### src/config1_pkg.sv
// constants shared by the configuration register one block
package config1_pkg;

  // ****************************************************************
  // command opcodes
  // ****************************************************************
  localparam logic [7:0] WRITE_REGISTERS_CMD          = 8'h01;
  localparam logic [7:0] WRITE_ANY_REGISTER_CMD       = 8'h71;
  localparam logic [7:0] READ_ANY_REGISTER_CMD        = 8'h65;
  localparam logic [7:0] READ_CONFIG_ONE_CMD          = 8'h35;
  localparam logic [7:0] NONVOLATILE_WRITE_ENABLE_CMD = 8'h06;
  localparam logic [7:0] VOLATILE_WRITE_ENABLE_CMD    = 8'h50;

  // ****************************************************************
  // field positions of both register images
  // ****************************************************************
  localparam int SUSPEND_BIT    = 7;
  localparam int MAP_INVERT_BIT = 6;
  localparam int LOCK_HI_BIT    = 5;
  localparam int LOCK_LO_BIT    = 2;
  localparam int WIDE_IO_BIT    = 1;
  localparam int REG_LOCK_BIT   = 0;

  // ****************************************************************
  // reset values, open protection mode and minimum write-registers byte count
  // ****************************************************************
  localparam logic [7:0] CONFIG1_NV_RESET  = 8'h00;
  localparam logic [7:0] CONFIG1_VOL_RESET = 8'h00;
  localparam logic [2:0] PROT_MODE_OPEN    = 3'h7;
  localparam logic [1:0] WRR_CONFIG_BYTES  = 2'h2;

  // ****************************************************************
  // timing counts at 100 MHz
  // ****************************************************************
  localparam int CLK_PERIOD_NS    = 10;
  localparam int WIDTH_SWITCH_NS  = 10;
  localparam int WIDTH_SWITCH_CYC =
    (WIDTH_SWITCH_NS / CLK_PERIOD_NS) < 1 ? 1 : (WIDTH_SWITCH_NS / CLK_PERIOD_NS);

endpackage : config1_pkg

### src/config1_regs.sv
// configuration register one pair: non-volatile image and volatile copy
`timescale 1ns/1ps
module config1_regs
  import config1_pkg::*;
#(
  parameter logic [7:0] NV_IMAGE_INIT = CONFIG1_NV_RESET,
  parameter int         SWITCH_CYC    = WIDTH_SWITCH_CYC
) (
  // clock and reset
  input  wire logic       I_REF_CLK,
  input  wire logic       I_NRST,
  input  wire logic       I_SW_RST,
  // decoded command from the serial front end
  input  wire logic       I_CMD_VALID,
  input  wire logic [7:0] I_CMD_OP,
  input  wire logic [1:0] I_CMD_BYTES,
  input  wire logic [7:0] I_CMD_DATA,
  input  wire logic       I_CMD_HITS_CONFIG1,
  input  wire logic       I_CMD_TO_VOLATILE,
  // device pins
  input  wire logic       I_CS_N,
  input  wire logic       I_WP_N,
  input  wire logic       I_LINE3,
  // state from neighbouring registers and the array engine
  input  wire logic [2:0] I_PROTECTION_MODE_FIELD,
  input  wire logic       I_STATUS_PROTECT_PIN_GATED,
  input  wire logic       I_FOUR_WIRE_COMMAND_PROTOCOL,
  input  wire logic       I_LINE3_RESET_ENABLE,
  input  wire logic       I_SUSPENDED,
  input  wire logic       I_BUSY,
  // region program and erase check
  input  wire logic       I_REGION_OP_VALID,
  input  wire logic [1:0] I_REGION_OP_INDEX,
  // read answer
  output logic            O_READ_VALID,
  output logic [7:0]      O_READ_DATA,
  // controls to the rest of the device
  output logic            O_WRITE_ENABLE_LATCH,
  output logic            O_WRITE_DONE,
  output logic            O_WRITE_REFUSED,
  output logic            O_MAP_INVERT,
  output logic [3:0]      O_REGION_LOCK_BITS,
  output logic            O_REGION_OP_REFUSED,
  output logic            O_FOUR_BIT_WIDTH,
  output logic            O_WP_EFFECTIVE_N,
  output logic            O_LINE3_IS_RESET,
  output logic            O_HW_RESET
);

  // ****************************************************************
  // pin synchronisers
  // ****************************************************************
  logic [2:0] pin_raw;
  logic [2:0] pin_lvl;

  assign pin_raw = {I_LINE3, I_WP_N, I_CS_N};

  genvar g;
  generate
    for (g = 0; g < 3; g++) begin : g_sync
      pin_sync3 #(
        .RESET_LEVEL (1'b1)
      ) u_sync (
        .i_clk   (I_REF_CLK),
        .i_nrst  (I_NRST),
        .i_pin   (pin_raw[g]),
        .o_level (pin_lvl[g])
      );
    end
  endgenerate

  logic cs_n_s;
  logic wp_n_s;
  logic line3_s;

  assign cs_n_s  = pin_lvl[0];
  assign wp_n_s  = pin_lvl[1];
  assign line3_s = pin_lvl[2];

  // ****************************************************************
  // register state
  // ****************************************************************
  logic [7:0] nv_r;
  logic       suspend_r;
  logic       map_invert_r;
  logic       wide_io_r;
  logic       reg_lock_r;
  logic       boot_load_r;
  logic       nv_wen_r;
  logic       v_wen_r;
  logic       hw_rst_r;
  logic       four_bit_r;
  logic [7:0] switch_cnt_r;

  // ****************************************************************
  // command decode
  // ****************************************************************
  logic is_wrr;
  logic is_write_any_register_cmd;
  logic wr_cmd;
  logic to_vol;
  logic protected_now;
  logic wen_ok;
  logic wr_ok;
  logic nv_wr;
  logic vol_wr;
  logic reload;

  assign is_wrr  = I_CMD_VALID && (I_CMD_OP == WRITE_REGISTERS_CMD)
                   && (I_CMD_BYTES >= WRR_CONFIG_BYTES);
  assign is_write_any_register_cmd = I_CMD_VALID && (I_CMD_OP == WRITE_ANY_REGISTER_CMD)
                   && I_CMD_HITS_CONFIG1;
  assign wr_cmd  = (is_wrr || is_write_any_register_cmd) && !I_BUSY;

  // write-registers lands in the volatile copy only after the volatile enable
  assign to_vol = is_write_any_register_cmd ? I_CMD_TO_VOLATILE : (v_wen_r && !nv_wen_r);

  // lock bit, lock default, or protect bit gated by the pin
  assign protected_now = reg_lock_r
                         || nv_r[REG_LOCK_BIT]
                         || (I_STATUS_PROTECT_PIN_GATED && !O_WP_EFFECTIVE_N);

  assign wen_ok = to_vol ? (v_wen_r || nv_wen_r) : nv_wen_r;
  assign wr_ok  = wr_cmd && wen_ok && !protected_now;
  assign nv_wr  = wr_ok && !to_vol;
  assign vol_wr = wr_ok && to_vol;

  // volatile reload from the image: after power-on, hardware or software reset
  assign reload = boot_load_r || hw_rst_r || I_SW_RST;

  // ****************************************************************
  // write enable latch
  // ****************************************************************
  always_ff @(posedge I_REF_CLK or negedge I_NRST) begin
    if (!I_NRST) begin
      nv_wen_r <= 1'b0;
      v_wen_r  <= 1'b0;
    end else if (hw_rst_r || I_SW_RST) begin
      nv_wen_r <= 1'b0;
      v_wen_r  <= 1'b0;
    end else if (wr_ok) begin
      nv_wen_r <= 1'b0;
      v_wen_r  <= 1'b0;
    end else if (I_CMD_VALID && (I_CMD_OP == NONVOLATILE_WRITE_ENABLE_CMD)) begin
      nv_wen_r <= 1'b1;
    end else if (I_CMD_VALID && (I_CMD_OP == VOLATILE_WRITE_ENABLE_CMD)) begin
      v_wen_r  <= 1'b1;
    end
  end

  // ****************************************************************
  // non-volatile image
  // ****************************************************************
  always_ff @(posedge I_REF_CLK or negedge I_NRST) begin
    if (!I_NRST) begin
      nv_r <= NV_IMAGE_INIT;
    end else if (nv_wr) begin
      nv_r[SUSPEND_BIT] <= nv_r[SUSPEND_BIT];
      nv_r[MAP_INVERT_BIT] <= I_CMD_DATA[MAP_INVERT_BIT];
      // one-time bits only go from 0 to 1
      nv_r[LOCK_HI_BIT:LOCK_LO_BIT] <= nv_r[LOCK_HI_BIT:LOCK_LO_BIT]
                                       | I_CMD_DATA[LOCK_HI_BIT:LOCK_LO_BIT];
      nv_r[WIDE_IO_BIT] <= I_CMD_DATA[WIDE_IO_BIT];
      if (I_PROTECTION_MODE_FIELD == PROT_MODE_OPEN) begin
        nv_r[REG_LOCK_BIT] <= nv_r[REG_LOCK_BIT] | I_CMD_DATA[REG_LOCK_BIT];
      end
    end
  end

  // ****************************************************************
  // volatile copy
  // ****************************************************************
  always_ff @(posedge I_REF_CLK or negedge I_NRST) begin
    if (!I_NRST) begin
      boot_load_r <= 1'b1;
    end else begin
      boot_load_r <= 1'b0;
    end
  end

  always_ff @(posedge I_REF_CLK or negedge I_NRST) begin
    if (!I_NRST) begin
      suspend_r <= CONFIG1_VOL_RESET[SUSPEND_BIT];
    end else if (reload) begin
      suspend_r <= nv_r[SUSPEND_BIT];
    end else begin
      suspend_r <= I_SUSPENDED;
    end
  end

  always_ff @(posedge I_REF_CLK or negedge I_NRST) begin
    if (!I_NRST) begin
      map_invert_r <= CONFIG1_VOL_RESET[MAP_INVERT_BIT];
      wide_io_r    <= CONFIG1_VOL_RESET[WIDE_IO_BIT];
    end else if (reload) begin
      map_invert_r <= nv_r[MAP_INVERT_BIT];
      wide_io_r    <= nv_r[WIDE_IO_BIT];
    end else if (vol_wr) begin
      map_invert_r <= I_CMD_DATA[MAP_INVERT_BIT];
      wide_io_r    <= I_CMD_DATA[WIDE_IO_BIT];
    end
  end

  // software reset leaves the lock alone; it is set by a volatile write or loaded from the image at power-on or hardware reset
  always_ff @(posedge I_REF_CLK or negedge I_NRST) begin
    if (!I_NRST) begin
      reg_lock_r <= CONFIG1_VOL_RESET[REG_LOCK_BIT];
    end else if (boot_load_r || hw_rst_r) begin
      reg_lock_r <= nv_r[REG_LOCK_BIT];
    end else if (vol_wr && I_CMD_DATA[REG_LOCK_BIT]) begin
      reg_lock_r <= 1'b1;
    end
  end

  // ****************************************************************
  // data width and pin roles
  // ****************************************************************
  logic four_bit_want;

  assign four_bit_want = wide_io_r || I_FOUR_WIRE_COMMAND_PROTOCOL;

  // width change settles after the switch delay
  always_ff @(posedge I_REF_CLK or negedge I_NRST) begin
    if (!I_NRST) begin
      four_bit_r   <= 1'b0;
      switch_cnt_r <= 8'h00;
    end else if (four_bit_want == four_bit_r) begin
      switch_cnt_r <= 8'h00;
    end else if (switch_cnt_r >= 8'(SWITCH_CYC - 1)) begin
      four_bit_r   <= four_bit_want;
      switch_cnt_r <= 8'h00;
    end else begin
      switch_cnt_r <= switch_cnt_r + 8'h01;
    end
  end

  always_ff @(posedge I_REF_CLK or negedge I_NRST) begin
    if (!I_NRST) begin
      O_FOUR_BIT_WIDTH <= 1'b0;
      O_WP_EFFECTIVE_N <= 1'b1;
      O_LINE3_IS_RESET <= 1'b0;
    end else begin
      O_FOUR_BIT_WIDTH <= four_bit_r;
      // protect pin is data line 2 in wide mode and reads inactive
      O_WP_EFFECTIVE_N <= four_bit_r ? 1'b1 : wp_n_s;
      // line 3 is reset while deselected or in narrow width, data only while selected in four bit width
      O_LINE3_IS_RESET <= I_LINE3_RESET_ENABLE && (cs_n_s || !four_bit_r);
    end
  end

  // hardware reset pulse taken from line 3 while it acts as reset
  always_ff @(posedge I_REF_CLK or negedge I_NRST) begin
    if (!I_NRST) begin
      hw_rst_r   <= 1'b0;
      O_HW_RESET <= 1'b0;
    end else begin
      hw_rst_r   <= O_LINE3_IS_RESET && !line3_s && !hw_rst_r && !O_HW_RESET;
      O_HW_RESET <= hw_rst_r;
    end
  end

  // ****************************************************************
  // read path and status outputs
  // ****************************************************************
  logic [7:0] vol_view;
  logic       rd_vol;
  logic       rd_any;

  // lock copies come straight from the image so they track at once
  assign vol_view = {suspend_r, map_invert_r, nv_r[LOCK_HI_BIT:LOCK_LO_BIT],
                     wide_io_r, reg_lock_r};
  assign rd_vol   = I_CMD_VALID && (I_CMD_OP == READ_CONFIG_ONE_CMD);
  assign rd_any   = I_CMD_VALID && (I_CMD_OP == READ_ANY_REGISTER_CMD)
                    && I_CMD_HITS_CONFIG1;

  always_ff @(posedge I_REF_CLK or negedge I_NRST) begin
    if (!I_NRST) begin
      O_READ_VALID <= 1'b0;
      O_READ_DATA  <= 8'h00;
    end else begin
      O_READ_VALID <= rd_vol || rd_any;
      if (rd_vol || (rd_any && I_CMD_TO_VOLATILE)) begin
        O_READ_DATA <= vol_view;
      end else if (rd_any) begin
        O_READ_DATA <= nv_r;
      end
    end
  end

  always_ff @(posedge I_REF_CLK or negedge I_NRST) begin
    if (!I_NRST) begin
      O_WRITE_ENABLE_LATCH <= 1'b0;
      O_WRITE_DONE         <= 1'b0;
      O_WRITE_REFUSED      <= 1'b0;
      O_MAP_INVERT         <= 1'b0;
      O_REGION_LOCK_BITS   <= 4'h0;
      O_REGION_OP_REFUSED  <= 1'b0;
    end else begin
      O_WRITE_ENABLE_LATCH <= nv_wen_r || v_wen_r;
      O_WRITE_DONE         <= wr_ok;
      O_WRITE_REFUSED      <= wr_cmd && !wr_ok;
      O_MAP_INVERT         <= map_invert_r;
      O_REGION_LOCK_BITS   <= nv_r[LOCK_HI_BIT:LOCK_LO_BIT];
      O_REGION_OP_REFUSED  <= I_REGION_OP_VALID
                              && nv_r[LOCK_LO_BIT + 32'(I_REGION_OP_INDEX)];
    end
  end

endmodule : config1_regs

### src/pin_sync3.sv
// three stage pin synchroniser with agreement filter
`timescale 1ns/1ps
module pin_sync3 #(
  parameter logic RESET_LEVEL = 1'b1
) (
  // clock and reset
  input  wire logic i_clk,
  input  wire logic i_nrst,
  // pin and filtered level
  input  wire logic i_pin,
  output logic      o_level
);

  logic s1_r;
  logic s2_r;
  logic s3_r;

  always_ff @(posedge i_clk or negedge i_nrst) begin
    if (!i_nrst) begin
      s1_r <= RESET_LEVEL;
      s2_r <= RESET_LEVEL;
      s3_r <= RESET_LEVEL;
    end else begin
      s1_r <= i_pin;
      s2_r <= s1_r;
      s3_r <= s2_r;
    end
  end

  // a change counts only once stages two and three agree
  always_ff @(posedge i_clk or negedge i_nrst) begin
    if (!i_nrst) begin
      o_level <= RESET_LEVEL;
    end else if (s2_r == s3_r) begin
      o_level <= s3_r;
    end
  end

endmodule : pin_sync3

### config.mk
export PLATFORM = sky130hd
export DESIGN_NAME = config1_regs
export DESIGN_NICKNAME = d
export VERILOG_FILES = /design/src/config1_pkg.sv /design/src/config1_regs.sv /design/src/pin_sync3.sv
export SDC_FILE = /design/constraint.sdc
export NUM_CORES = 1
export LEC_CHECK = 0
export BUFFER_PORTS_ARGS = -buffer_cell sky130_fd_sc_hd__buf_2
export CAP_MARGIN = 20
export CORE_ASPECT_RATIO = 0.75
export CORE_MARGIN = 1.5
export CORE_UTILIZATION = 54
export DETAILED_ROUTE_END_ITERATION = 8
export GPL_TIMING_DRIVEN = 0
export PLACE_DENSITY_LB_ADDON = 0.05
export RECOVER_POWER = 100
export SKIP_LAST_GASP = 1
export SLEW_MARGIN = 5
export SYNTH_ARGS = -nofsm -noshare
export SYNTH_HDL_FRONTEND = slang
export SYNTH_SLANG_ARGS = --single-unit
### constraint.sdc
create_clock -name I_REF_CLK -period 5.1 [get_ports I_REF_CLK]
set_clock_uncertainty 0.2 [all_clocks]
set_input_delay 0.51 -clock I_REF_CLK [delete_from_list [all_inputs] [get_ports I_REF_CLK]]
set_output_delay 0.51 -clock I_REF_CLK [all_outputs]
set_load 0.1 [all_outputs]
Yosys cells after proc, flatten, opt, wreduce, memory -nomap -nowiden
Index checks and enable logic that the tools add are counted.
Operators by class
  $add $sub $neg: 2
  $mul: 0
  divide/modulo/power cells: 0
  order comparisons: 3
  equal/unequal tests: 12
  shifts and indexed selects: 0
  mux-type cells: 23
  bitwise operators: 3
  reductions and logical operators: 53
Operators with widths (count)
  $mux W8: 4
  $eq A8 B7 Y1 const B: 3
  $logic_and A1 B1 Y1: 24
  $mux W1: 18
  $logic_or A1 B1 Y1: 11
  $logic_not A1 Y1: 10
  $add A8 B1 Y8 const B: 1
  $eq A8 B1 Y1 const B: 1
  $eq A8 B3 Y1 const B: 1
  $eq A8 B6 Y1 const B: 1
  $ge A8 B1 Y1 const B: 1
  $reduce_and A2 Y1: 3
  $reduce_bool A2 Y1: 3
  $reduce_bool A3 Y1: 2
  $eq A1 B1 Y1: 4
  $lt A3 B4 Y1 const B: 1
  $or A4 B4 Y4: 1
  $add A2 B2 Y3 const A: 1
  $bmux W1 S3: 1
  $eq A3 B3 Y1 const B: 1
  $ne A3 B3 Y1 const B: 1
  $ge A2 B2 Y1 const B: 1
  $not A1 Y1: 1
  $or A1 B1 Y1: 1
Word-level totals
  bits in registers: 58
  bits in latches: 0
  bits in writable memories: 0
  ROM bits: 0
  bits of input ports: 38
  output and inout bits: 22
  word-level logic and storage cells: 132
  memories: 0

Longest topological paths before layout
  depth in word-level cells: 11
  gate-level depth with buffers: 6
  depth with buffers taken out: 5

Modules after synthesis
From an unflattened synthesis, not the netlist that was laid out.
Second synthesis, totals
  cell total of the unflattened synthesis: 135
  area, all modules: 1938.1 µm²
Modules (own cells, without submodules)
  config1_regs: instances 1, cells an instance 120, area an instance 1589.0 µm², seq. area each 953.4 µm²
  pin_sync3: instances 3, cells an instance 5, area an instance 116.4 µm², seq. area each 105.1 µm²

Least setup slack after synthesis
No wires, ideal clock.
  path kind: flip-flop to flip-flop
  start point: register O_WP_EFFECTIVE_N
  end point: register nv_r[1]
  library setup time: 125 ps
  arrival time: 2198 ps
  slack: 2577 ps
  cell stages (with the launch flop): 6
  cells stage by stage: dfstp_2 > inv_1 > a2111oi_4 > o21ai_4 > a211oi_4 > mux2_4
On the way
  longest elaborated chain between the ends: 6
RTL lines
  start, declared: RTL line config1_regs.sv:45  | output logic O_WP_EFFECTIVE_N,
  start signal, assigned: RTL line config1_regs.sv:245  | O_WP_EFFECTIVE_N <= four_bit_r ? 1'b1 : wp_n_s;
  $logic_not A1 Y1: RTL line config1_regs.sv:121  | || (I_STATUS_PROTECT_PIN_GATED && !O_WP_EFFECTIVE_N);
  $logic_and A1 B1 Y1: RTL line config1_regs.sv:121
  $logic_or A1 B1 Y1: RTL line config1_regs.sv:121
  $logic_not A1 Y1: RTL line config1_regs.sv:124  | assign wr_ok = wr_cmd && wen_ok && !protected_now;
  $logic_and A1 B1 Y1: RTL line config1_regs.sv:124
  $logic_and A1 B1 Y1: RTL line config1_regs.sv:125  | assign nv_wr = wr_ok && !to_vol;
  end signal, assigned by index: RTL line config1_regs.sv:158  | nv_r[SUSPEND_BIT] <= nv_r[SUSPEND_BIT];
  end signal, assigned by index: RTL line config1_regs.sv:159  | nv_r[MAP_INVERT_BIT] <= I_CMD_DATA[MAP_INVERT_BIT];
  end signal, assigned by index: RTL line config1_regs.sv:161  | nv_r[LOCK_HI_BIT:LOCK_LO_BIT] <= nv_r[LOCK_HI_BIT:LOCK_LO_BIT]
  end, declared: RTL line config1_regs.sv:83  | logic [7:0] nv_r;
Every way passes these cells.
A chain may end at the register's enable or synchronous reset.

Worst setup path in the final report
  start point: input I_CMD_OP[3]
  end point: register nv_r[1]
On the way
  longest elaborated chain between the ends: 8
  elaborated cells between the ends (all ways): 14
  classes of those cells: eq/ne: 2; mux: 2; reduce/logical: 10
RTL lines
  start, declared: RTL line config1_regs.sv:15  | input wire logic [7:0] I_CMD_OP,
  $eq A8 B7 Y1 or $eq A8 B1 Y1 (tied branches): RTL line config1_regs.sv:111, config1_regs.sv:109
  $logic_and A1 B1 Y1 (on tied branches): RTL line config1_regs.sv:111, config1_regs.sv:109
  $logic_and A1 B1 Y1 (on tied branches): RTL line config1_regs.sv:112, config1_regs.sv:110
  $mux W1 or $logic_or A1 B1 Y1 (tied branches): RTL line config1_regs.sv:116, config1_regs.sv:113
  $mux W1 or $logic_and A1 B1 Y1 (tied branches): RTL line config1_regs.sv:123, config1_regs.sv:113
  $logic_and A1 B1 Y1 (2 in series): RTL line config1_regs.sv:124
  $logic_and A1 B1 Y1 *: RTL line config1_regs.sv:125
Every way passes the cells marked *; elsewhere a longest branch is shown, timed or not.

==> impl_results.md <==
- # port buffers: 57
- Register area: 1269 µm²
- Post-synth top area share: 46.15%
- Worst Tran Pin Value: 1297 ps
- Num rows: 18
- Post-DRT Antenna Nets: 0
- Syn. warnings: 0
- Pins Over Slew Limit: 0
- TritonCTS clock tree: yes
- Grt ovf: 0
- Post-route DRC violation count: 0
- Maximum number of pins on one net before global-route repair: 51
- Count of final setup violators: 0
- Maxcap violations: 0
- Status: finished, final reports clean
- Final hold violations: 0
- Placed wire-length estimate: 2.660 mm
- CP Max Fanout: 8
- Boundary Pins: 60
- Syn_nets: 176
- Met3 WL post-DR: 204 µm
- CP Cell Sequence: clkbuf_1 -> nor4b_1 -> and4_1 -> o21ai_0 -> a211oi_1 -> mux2_4
- Post_cts resized: 0
- Ys async rst share: 100.0%
- Clock buffer depth: 2
- Net count, final: 241
- Syn Std Cell Area: 1952 µm²
- Critical path endpoint category: flop
- Area of the multi-input gates: 614.3 µm²
- # fillers: 283
- Number of vias in the routed layout: 1299
- WL met2: 1.681 mm
- WP data required: 5080 ps
- RSZ-0062 raised after global routing: no
- Avg WL per Cell: 14.14 µm
- Vias in the first global route: 1287
- Number of diodes: 0
- Die H: 55.07 µm
- Min-Delay Path Class: in -> reg
- Yosys cell types: 39
- Chip width: 72.42 µm
- Iter 0 DRT Violations: 42
- DIE AREA: 3988 µm²
- Synthesis-stage register bit count: 50
- DRT Pass-1 Iters: 5
- First-pass GRT wire length: 5.520 mm
- Top Layer Used: met3
- H-tree levels: 2
- Core ar.: 3378 µm²
- Worst setup SP type: primary input
- Worst-Skew Late Latency: 290 ps
- Top cell type by total area after synthesis: dfrtp_1
- Synth Area per Inst: 14.14 µm²
- Area Overhead vs Synth: 18.27%
- Post-synth EDFFs: 0
- Power Dens Cells: 327.7 nW/µm²
- Final worst path period need: 3390 ps
- Crit-path slowest cell: a211oi_1
- Root Buffer: clkbuf_8
- Final core occ: 68.33%
- Final Wtd Congestion: 0.8154
- Sequential share of the synthesized area: 65.00%
- Synth Instances: 138
- Layout cells sized above 1: 35.78%
- Worst VDD drop: 0.0002383 V
- Setup Buffers After CTS: 0
- Metal-1 WL: 1.564 mm
- Data arrival time of the worst path: 3370 ps
- Initial Utilization: 57.78%
- CTS clk-pin slew, worst paths: 90 ps
- Global Route Usage Sum: 18.96%
- Final Cycle Share: 66.47%
- Drt via density: 5.324
- Num CTS Buffers: 5
- CP max stage delay: 1050 ps
- Top cells by area, synth: dfrtp_1 46%, dfstp_2 19%, mux2_2 2.9%
- LEAKAGE: 1.091 nW
- Slew headroom: 13.54%
- FMAX: 0.2950 GHz
- Final setup TNS: 0 ps
- Total wire length: 3.450 mm
- Initial antenna violation count: 0
- Top_reg_cell synth: dfrtp_1
- Worst setup path category: in -> reg
- Clock tree sinks: 50
- Hold-fix buffers at CTS: 0
synth_stat cells (2+ instances only):
cell	number
maj3_1	3
and2_1	3
nand4_1	3
nor4b_1	2
nor2_1	10
dfrtp_1	36
mux2i_1	3
nand3_1	2
mux2_4	2
a31oi_1	4
mux2_2	5
nor3_1	4
and4_1	2
a21oi_1	5
dfstp_2	14
o21ai_0	3
and3b_1	2
a21o_2	5
inv_1	6
or2_2	5
layout make-up:
type,count,share of cell area [%]
buffer,1,0.1626
clock buffer,7,3.740
timing repair buffer,58,11.17
tap,40,2.168
inverter,6,0.9756
multi-input combinational,81,26.61
sequential,50,54.96
clock inverter,1,0.2168
cell usage in the layout, fill, tap and decap left out, types with 3 or more instances in the layout:
cell type  instances
inv_1              6
maj3_1             3
or2_2              5
o21ai_0            4
nand4_1            3
clkbuf_1          28
dfrtp_1           36
nor4b_1            3
a31oi_1            4
a21o_2             5
mux2_2             5
nor3_1             4
clkbuf_8           6
mux2i_1            3
nor2_1            10
buf_2             32
a21oi_1            5
and4_1             3
dfstp_2           12
and2_0             3
routing by layer:
metal,vias to the layer above,GRT usage (%)
met5,-,0
met4,0,4.717
met3,0,5.435
met2,42,33.33
met1,635,23.75
li1,622,-
kinds of logic (layout without fill, tap and decap cells):
| kind of cell | after synthesis | in the layout | synth area share, % |
|---|---|---|---|
| compound gates | 25 | 25 | 10.90 |
| fa+ha+maj | 3 | 3 | 1.539 |
| buf+inv | 7 | 73 | 1.410 |
| flops | 50 | 50 | 65.00 |
| mux | 11 | 11 | 7.115 |
| other cells | 1 | 1 | 0.1921 |
| simple gates | 41 | 41 | 13.85 |
stage by stage:
step	worst slack [ps]	hold WS, ps	std cells	cell area (µm²)	power, W
finish	1710	118.2	244	2308	0.0007565
global route	1471	100.1	244	2308	0.0007895
CTS	2785	105.2	243	2379	0.0007714
detailed placement	2513	147.6	235	2287	0.0005461
global placement	2560	145.8	235	2287	0.0005429
floorplan	2577	14.41	138	1952	0.0005075
where the power goes:
part | switching, W | internal [W] | leakage [nW]
clock | 0.000114 | 0.000109 | 0.0482
sequential | 0.00000979 | 0.000418 | 0.631
combinational | 0.0000797 | 0.0000255 | 0.412
worst max-delay path, delay by kind of cell:
family          cells  cell delay (ps)
simple gates        2             1050
compound gates      2             1350
buf+inv             1              110
mux                 1              360
flip-flops by register name (all words and copies together), names as in the netlist, 3 cells and up:
register / count
g_sync.u_sync.s1_r: 3
O_READ_DATA: 8
g_sync.u_sync.s3_r: 3
g_sync.u_sync.s2_r: 3
g_sync.u_sync.o_level: 3
O_REGION_LOCK_BITS: 4
nv_r: 7
worst paths after layout:
kind	from	to	slack, ps	cells after the start
max reg2reg	O_WP_EFFECTIVE_N	nv_r[1]	2100	5
min	I_CS_N	g_sync[0].u_sync.s1_r	120	1
min in group asynchronous	I_NRST	O_MAP_INVERT	280	1
max in group asynchronous	I_NRST	nv_r[2]	2680	2
max	I_CMD_OP[3]	nv_r[1]	1710	6
min reg2reg	g_sync[0].u_sync.s1_r	g_sync[0].u_sync.s2_r	160	0
No activity file was read; power rests on OpenSTA's default activity.
